===== src/shared/srw_pkg.sv =====
/*
  Package for the supervisor reset watchdog: timing constants, the derived
  cycle counts and the packed carriers that group the block's input pins and reset causes.
  Assumes a single 50 MHz clock.
*/
package srw_pkg;

  // Timebase
  localparam int unsigned CLK_HZ          = 50_000_000;
  localparam int unsigned CLK_NS          = 20;

  // Documented times in their own units
  localparam int unsigned HOLD_MS         = 200;   // reset_hold_time
  localparam int unsigned WD_TIMEOUT_MS   = 1600;  // watchdog_timeout
  localparam int unsigned SELF_KICK_MS    = 1400;  // internal driver service period
  localparam int unsigned KICK_MIN_NS     = 50;    // shortest recognised toggle
  localparam int unsigned DEBOUNCE_US     = 1000;  // switch bounce settling window

  // Cycle counts: least times round up, longest times round down
  localparam int unsigned HOLD_CYC        = (HOLD_MS * (CLK_HZ / 1000));
  localparam int unsigned WD_CYC          = (WD_TIMEOUT_MS * (CLK_HZ / 1000));
  localparam int unsigned SELF_KICK_CYC   = (SELF_KICK_MS * (CLK_HZ / 1000));
  localparam int unsigned KICK_MIN_CYC    = (KICK_MIN_NS + CLK_NS - 1) / CLK_NS;
  localparam int unsigned DEBOUNCE_CYC    = (DEBOUNCE_US * (CLK_HZ / 1_000_000));

  // Internal driver phases: low for 7/8 of its period, high for the last 1/8
  localparam int unsigned SELF_LOW_NUM    = 7;
  localparam int unsigned SELF_DEN        = 8;

  localparam int unsigned CNT_W           = 32;

  // Raw pins entering the block
  typedef struct packed {
    logic supply_good;
    logic manual_reset_in_n;
    logic watchdog_kick_in;
    logic kick_floating;
  } srw_pins_t;

  // Why reset is being held
  typedef struct packed {
    logic supply;
    logic manual;
    logic watchdog;
  } srw_cause_t;

  // Block state
  typedef enum logic [1:0] {
    SRW_HOLD,
    SRW_RUN
  } srw_state_t;

endpackage : srw_pkg


===== src/rtl/srw_supervisor.sv =====
/*
  Supervisor reset watchdog: drives an active-low reset and its inverse from
  supply good, a debounced manual reset and a watchdog timer.
  Assumes all pin inputs are asynchronous to clk; supply good is already digital
  and the floating-input detector is a separate digital indication.
*/
// How it works
// Hold reset for hold time after supply good
// Supply loss asserts reset at once
// Every reset lasts at least full hold time
// Supply loss restarts hold timer from zero
// Active-high output is inverse of low
// Low manual input asserts reset
// Reset held while manual low, plus hold
// Open manual input reads as inactive high
// Switch bounce filtered, one clean reset
// No kick within timeout asserts reset
// Kick or reset clears watchdog timer
// Watchdog held at zero during reset
// Watchdog counts right after reset release
// Floating kick input never causes reset
// Internal driver low 7/8, high 1/8
// Internal driver clears timer every 1.4s
// Processor keeps kick low, pulses early
// Processor toggles at separate program points
// Both kick edges count as toggle
// Inputs synchronised; durations are clock counts
// Floating indication selects internal self driver
`timescale 1ns/1ns
module srw_supervisor
  import srw_pkg::*;
#(
  parameter int unsigned HOLD_CYCLES     = HOLD_CYC,
  parameter int unsigned WD_CYCLES       = WD_CYC,
  parameter int unsigned SELF_CYCLES     = SELF_KICK_CYC,
  parameter int unsigned DEBOUNCE_CYCLES = DEBOUNCE_CYC
) (
  input  wire logic clk,
  input  wire logic rst_n,
  input  wire logic supply_good,
  input  wire logic manual_reset_in_n,
  input  wire logic watchdog_kick_in,
  input  wire logic kick_floating,
  output logic      reset_out_n,
  output logic      reset_out,
  output logic      watchdog_fired
);

  localparam logic [CNT_W-1:0] HOLD_LAST = CNT_W'(HOLD_CYCLES - 1);
  localparam logic [CNT_W-1:0] WD_LAST   = CNT_W'(WD_CYCLES - 1);
  localparam logic [CNT_W-1:0] SELF_LAST = CNT_W'(SELF_CYCLES - 1);
  localparam logic [CNT_W-1:0] SELF_HIGH = CNT_W'((SELF_CYCLES / SELF_DEN) * SELF_LOW_NUM);
  localparam logic [CNT_W-1:0] DEB_LAST  = CNT_W'(DEBOUNCE_CYCLES - 1);

  // Saturating increment used by the debounce, watchdog and hold timers
  function automatic logic [CNT_W-1:0] srw_inc(input logic [CNT_W-1:0] v,
                                               input logic [CNT_W-1:0] last);
    srw_inc = (v >= last) ? last : v + CNT_W'(1);
  endfunction : srw_inc

  // Three-stage synchronisers: supply and kick reset low, manual and floating reset high
  logic [2:0] sup_q;
  logic [2:0] mr_q;
  logic [2:0] kick_q;
  logic [2:0] flt_q;
  always_ff @(posedge clk or negedge rst_n) begin
    if (!rst_n) begin
      sup_q  <= 3'h0;
      mr_q   <= 3'h7;
      kick_q <= 3'h0;
      flt_q  <= 3'h7;
    end else begin
      sup_q  <= {sup_q[1:0], supply_good};
      mr_q   <= {mr_q[1:0], manual_reset_in_n};
      kick_q <= {kick_q[1:0], watchdog_kick_in};
      flt_q  <= {flt_q[1:0], kick_floating};
    end
  end

  // Settled levels: change only when stages two and three agree
  logic sup_s_q;
  logic mr_s_q;
  logic kick_s_q;
  logic flt_s_q;
  always_ff @(posedge clk or negedge rst_n) begin
    if (!rst_n) begin
      sup_s_q  <= 1'b0;
      mr_s_q   <= 1'b1;
      kick_s_q <= 1'b0;
      flt_s_q  <= 1'b1;
    end else begin
      if (sup_q[1] == sup_q[2]) sup_s_q <= sup_q[2];
      if (mr_q[1] == mr_q[2]) mr_s_q <= mr_q[2];
      if (kick_q[1] == kick_q[2]) kick_s_q <= kick_q[2];
      if (flt_q[1] == flt_q[2]) flt_s_q <= flt_q[2];
    end
  end

  // Manual reset debounce: press takes effect at once, release needs quiet time
  logic [CNT_W-1:0] deb_q;
  logic             mr_act_q;
  wire              deb_done = (deb_q >= DEB_LAST);
  always_ff @(posedge clk or negedge rst_n) begin
    if (!rst_n) begin
      deb_q    <= '0;
      mr_act_q <= 1'b0;
    end else if (!mr_s_q) begin
      deb_q    <= '0;
      mr_act_q <= 1'b1;
    end else begin
      deb_q    <= srw_inc(deb_q, DEB_LAST);
      if (deb_done) mr_act_q <= 1'b0;
    end
  end

  // Internal self-toggling driver on the kick input
  logic [CNT_W-1:0] self_q;
  wire              self_level = (self_q >= SELF_HIGH);
  always_ff @(posedge clk or negedge rst_n) begin
    if (!rst_n) begin
      self_q <= '0;
    end else if (self_q >= SELF_LAST) begin
      self_q <= '0;
    end else begin
      self_q <= self_q + CNT_W'(1);
    end
  end

  // Kick source select and edge detection on either edge
  wire  kick_level = flt_s_q ? self_level : kick_s_q;
  logic kick_prev_q;
  wire  kick_edge  = kick_level ^ kick_prev_q;
  always_ff @(posedge clk or negedge rst_n) begin
    if (!rst_n) kick_prev_q <= 1'b0;
    else        kick_prev_q <= kick_level;
  end

  // Reset state machine and timers
  srw_state_t       state_q;
  srw_state_t       state_d;
  logic [CNT_W-1:0] hold_q;
  logic [CNT_W-1:0] hold_d;
  logic [CNT_W-1:0] wd_q;
  logic [CNT_W-1:0] wd_d;
  srw_cause_t       cause;
  wire              wd_expire = (state_q == SRW_RUN) && (wd_q >= WD_LAST);
  wire              any_cause = cause.supply | cause.manual | cause.watchdog;

  assign cause.supply   = !sup_s_q;
  assign cause.manual   = mr_act_q;
  assign cause.watchdog = wd_expire;

  always_comb begin
    state_d = state_q;
    hold_d  = hold_q;
    wd_d    = wd_q;
    case (state_q)
      SRW_RUN: begin
        if (any_cause) begin
          state_d = SRW_HOLD;
          hold_d  = '0;
          wd_d    = '0;
        end else if (kick_edge) begin
          wd_d    = '0;
        end else begin
          wd_d    = srw_inc(wd_q, WD_LAST);
        end
      end
      SRW_HOLD: begin
        wd_d = '0;
        if (cause.supply || cause.manual) begin
          hold_d = '0;
        end else if (hold_q >= HOLD_LAST) begin
          state_d = SRW_RUN;
        end else begin
          hold_d  = srw_inc(hold_q, HOLD_LAST);
        end
      end
      default: begin
        state_d = SRW_HOLD;
        hold_d  = '0;
        wd_d    = '0;
      end
    endcase
  end

  always_ff @(posedge clk or negedge rst_n) begin
    if (!rst_n) begin
      state_q <= SRW_HOLD;
      hold_q  <= '0;
      wd_q    <= '0;
    end else begin
      state_q <= state_d;
      hold_q  <= hold_d;
      wd_q    <= wd_d;
    end
  end

  // Registered outputs, kept exact complements
  always_ff @(posedge clk or negedge rst_n) begin
    if (!rst_n) begin
      reset_out_n    <= 1'b0;
      reset_out      <= 1'b1;
      watchdog_fired <= 1'b0;
    end else begin
      reset_out_n    <= (state_d == SRW_RUN);
      reset_out      <= (state_d != SRW_RUN);
      watchdog_fired <= wd_expire;
    end
  end

endmodule : srw_supervisor


===== config.mk =====
export PLATFORM = sky130hd
export DESIGN_NAME = srw_supervisor
export DESIGN_NICKNAME = d
export VERILOG_FILES = /design/src/shared/srw_pkg.sv /design/src/rtl/srw_supervisor.sv
export SDC_FILE = /design/constraint.sdc
export NUM_CORES = 1
export LEC_CHECK = 0
export BUFFER_PORTS_ARGS = -buffer_cell sky130_fd_sc_hd__buf_4
export CAP_MARGIN = 20
export CORE_UTILIZATION = 40
export CTS_BUF_LIST = sky130_fd_sc_hd__clkbuf_8
export DETAILED_ROUTE_END_ITERATION = 16
export SYNTH_ARGS = -nofsm -noshare
export SYNTH_HDL_FRONTEND = slang
export SYNTH_SLANG_ARGS = --single-unit
export TNS_END_PERCENT = 1

===== constraint.sdc =====
create_clock -name clk -period 2.6 [get_ports clk]
set_input_delay 0.78 -clock clk [delete_from_list [all_inputs] [get_ports clk]]
set_output_delay 0.78 -clock clk [all_outputs]
set_load 0.02 [all_outputs]

==> results.rst <==
.. list-table::
   :header-rows: 1

   * - Metric
     - Value
   * - Result of the run
     - completed
   * - Number of setup violations in the final report
     - 0
   * - Area overhead of the layout relative to synthesis
     - 11.78%
   * - Count of hold buffers inserted by post-cts repair
     - 0
   * - CTS tree
     - built
   * - Die width
     - 133.0 um
   * - Synthesized instance count
     - 648
   * - P_leak
     - 0.003145 uW
   * - Setup slack of the worst register-to-register path
     - 210 ps
   * - Unrepaired setup endpoints after global routing
     - false
   * - DRC errors left
     - 0
   * - Count of fill cells added during filler insertion
     - 1549
   * - Global-route wire length before repair
     - 21580 um
   * - Origin of the critical flop-to-flop path
     - wd_q[0]
   * - Synthesized flop and latch total
     - 151
   * - Count of different cell masters after synthesis
     - 59
   * - Post-Route Skew
     - 15.31 ps
   * - Critical-path maximum fanout
     - 27
   * - Source-to-sink clock delay at the later pin of the worst-skew pair
     - 460 ps
   * - Area of the mapped netlist
     - 6859 um2
   * - Ys async rst share
     - 100.0%
   * - First DRT Iteration DRCs
     - 308
   * - Total die area
     - 17680 um2
   * - Number of maximum-capacitance constraint violations
     - 0
   * - Clock input transition at the sequential cells of the worst setup and hold paths
     - 90 ps
   * - Count of cells along the worst register-to-register path
     - 7
   * - Mean cell area of the mapped netlist
     - 10.58 um2
   * - Worst Setup Path Type
     - reg2reg
   * - Actual slew at the worst max-slew pin
     - 600.4 ps
   * - Row Count
     - 47
   * - Peak Freq
     - 0.4190 GHz
   * - Layout cell share with drive strength beyond 1
     - 13.82%
   * - I/O Pins
     - 9
   * - All-layer global routing usage
     - 15.23%
   * - Number of buffers between clock root and the deepest sink
     - 2
   * - Routability congestion estimate from global placement
     - 0.8514
   * - Initial cell density of the core
     - 41.21%
   * - Number of vias per cell
     - 5.198
   * - Clock H-tree levels
     - 4
   * - Classification of the worst-slack hold path
     - in2async
   * - Final Hold Vio Count
     - 0
   * - First drt pass iteration count
     - 4
   * - Sinks on the clock net
     - 151
   * - Max Transition Viols Final
     - 0
   * - Port bufs
     - 8
   * - DP HPWL
     - 8242 um
   * - Dpl ws
     - 220.9 ps
   * - Number of cells in the design after placement
     - 890
   * - Area inside the core boundary
     - 16640 um2
   * - Via count
     - 4793
   * - Count of buffers added by post-CTS timing repair for setup
     - 0
   * - Initial antenna violation count
     - 0
   * - Diode insertion count for antenna repair
     - 0
   * - Total grt overflow
     - 0
   * - Number of global-route vias before repair
     - 4746
   * - Top_reg_cell synth
     - dfrtp_1
   * - Shortest period the worst path allows
     - 2387 ps
   * - Worst path required time
     - 2930 ps
   * - Post-layout net count
     - 700
   * - Cell Pwr Density
     - 574.4 nW/um2
   * - Setup total negative slack
     - 0 ps
   * - Headroom to the max-slew limit
     - 59.34%
   * - Number of flops mapped to enable cells by yosys
     - 0
   * - IR Drop Worst-Case VDD
     - 420.8 uV
   * - CTS resizes
     - 0
   * - Y dimension of the die
     - 133.0 um
   * - Kind of capture point of the worst setup path
     - flip-flop
   * - Total of warnings raised by yosys
     - 0
   * - Critical path data arrival time
     - 2710 ps
   * - Number of clock buffers inserted by TritonCTS
     - 17
   * - Element type at the critical path start
     - flip-flop
   * - Slack of the critical path
     - 213.5 ps
   * - Average detailed-routed wire length per instance
     - 13.29 um
   * - Pin count of the biggest net entering global routing
     - 57
   * - Sequential fraction of the synthesis area
     - 55.25%
   * - CTS root buf
     - clkbuf_8
   * - CP max-delay cell
     - or4b_4
   * - Cell breakdown of the critical path
     - ha_1, and4_4, a31oi_1, or4b_4, and3_1, nand3_4, nor2_1
   * - Final Routed Wirelength
     - 12250 um
   * - Post-route fraction of the period consumed by the critical path
     - 91.79%
   * - End of the worst register-to-register path
     - wd_q[7]
   * - Detail Route Antenna Nets
     - 0
   * - Number of cells in the finished layout apart from fillers
     - 922
   * - Maximum cell stage delay along the critical path
     - 570 ps
worst max-delay path, delay by kind of cell, from the launching register on:
family | cells | cell delay (ps)
AO/OA/AOI/OAI | 1 | 120
adder cells (fa/ha/maj) | 1 | 220
flip-flops | 1 | 420
AND/OR/NAND/NOR | 5 | 1490
placed cells by master (no fill, tap or decap), types with 21 or more instances in the layout:
cell type / count
nand3_1: 37
a31oi_1: 22
nand4_1: 24
xor2_1: 39
conb_1: 27
and3_1: 22
dfrtp_1: 142
xnor2_1: 24
nor2_2: 21
nand2_1: 40
nor2_1: 74
logic make-up after synthesis:
logic type | share of synthesized area [%]
adder cells (fa/ha/maj) | 1.496
AO/OA/AOI/OAI | 9.504
multiplexers | 0.1642
buffers and inverters | 2.754
AND/OR/NAND/NOR | 22.73
XOR/XNOR | 8.045
other | 0.05467
flip-flops | 55.25
cell type report:
| type | count | area [um2] | area share [%] |
|---|---|---|---|
| sequential | 151 | 3790 | 49.43 |
| multi-input combinational | 489 | 2983 | 38.90 |
| tap | 220 | 275.3 | 3.590 |
| clock buffer | 17 | 234.0 | 3.052 |
| timing repair buffer | 20 | 178.9 | 2.334 |
| clock inverter | 15 | 168.9 | 2.203 |
| inverter | 10 | 37.54 | 0.4896 |
through the flow:
step | total power (uW) | utilization [%] | hold slack (ps) | area [um2]
after detailed placement | 2642 | 43.65 | 334.7 | 7264
after global routing | 4607 | 46.07 | 277.4 | 7667
after floorplan | 2557 | - | 331.2 | 6957
after global placement | 2635 | 43.65 | 333.5 | 7264
final | 4404 | 46.07 | 263.4 | 7667
after CTS | 4486 | 46.07 | 254.1 | 7667
flip-flops by register name (all words and copies together), names as in the netlist:
register	flops
hold_q	32
reset_out	1
kick_s_q	1
sup_s_q	1
self_q	32
kick_prev_q	1
mr_q	3
sup_q	3
flt_s_q	1
reset_out_n	1
mr_s_q	1
mr_act_q	1
kick_q	3
deb_q	32
state_q	2
watchdog_fired	1
flt_q	3
wd_q	32
Yosys cell counts, types with 3 or more instances:
cell type | n | area (um2)
nand4b_1 | 3 | 26.28
o21ai_0 | 12 | 60.06
and3_1 | 22 | 137.6
a21boi_0 | 9 | 67.56
xor2_1 | 39 | 341.6
nor2_2 | 21 | 131.4
a21oi_1 | 9 | 45.04
clkbuf_1 | 14 | 52.55
inv_1 | 10 | 37.54
and4_1 | 8 | 70.07
xnor2_1 | 24 | 210.2
nor2_1 | 74 | 277.8
or3_1 | 5 | 31.28
dfrtp_1 | 142 | 3553
buf_2 | 5 | 25.02
dfstp_2 | 9 | 236.5
o31ai_1 | 5 | 37.54
o21ai_1 | 17 | 85.08
a41oi_1 | 7 | 61.31
nor4_1 | 8 | 50.05
nand3_1 | 37 | 185.2
maj3_1 | 4 | 40.04
nor3_1 | 13 | 65.06
a31oi_1 | 22 | 137.6
buf_6 | 3 | 33.78
and2_1 | 14 | 87.58
nand2_1 | 40 | 150.1
a21o_1 | 5 | 37.54
ha_1 | 5 | 62.56
nand4_1 | 24 | 150.1
o211ai_1 | 4 | 30.03
layer usage:
| metal | global-route usage [%] | share of wire [%] | wire length, um | vias to the layer above |
|---|---|---|---|---|
| met1 | 19.30 | 48 | 5841 | 2353 |
| li1 | - | - | - | 2357 |
| met2 | 24.84 | 47 | 5812 | 65 |
| met4 | 6.322 | 1.8 | 223 | 0 |
| met5 | 0 | 0 | 0 | - |
| met3 | 3.793 | 3.1 | 376 | 18 |
report_power, final:
group          switching [uW]  total, uW  internal (uW)
registers                33.8       2440           2410
logic                    95.6        150           54.2
clock network             938       1810            874
how the worst max path moves through the flow:
stage / startpoint / endpoint / slack (ps) / cells past startpoint
finish: wd_q[0] / wd_q[7] / 210 / 7
global route: wd_q[0] / wd_q[8] / 110 / 7
global placement: wd_q[0] / wd_q[3] / 300 / 7
CTS: wd_q[0] / wd_q[7] / 210 / 7
floorplan: wd_q[0] / wd_q[20] / 510 / 8
detailed placement: wd_q[0] / wd_q[8] / 220 / 7
No activity file was read; power rests on OpenSTA's default activity.
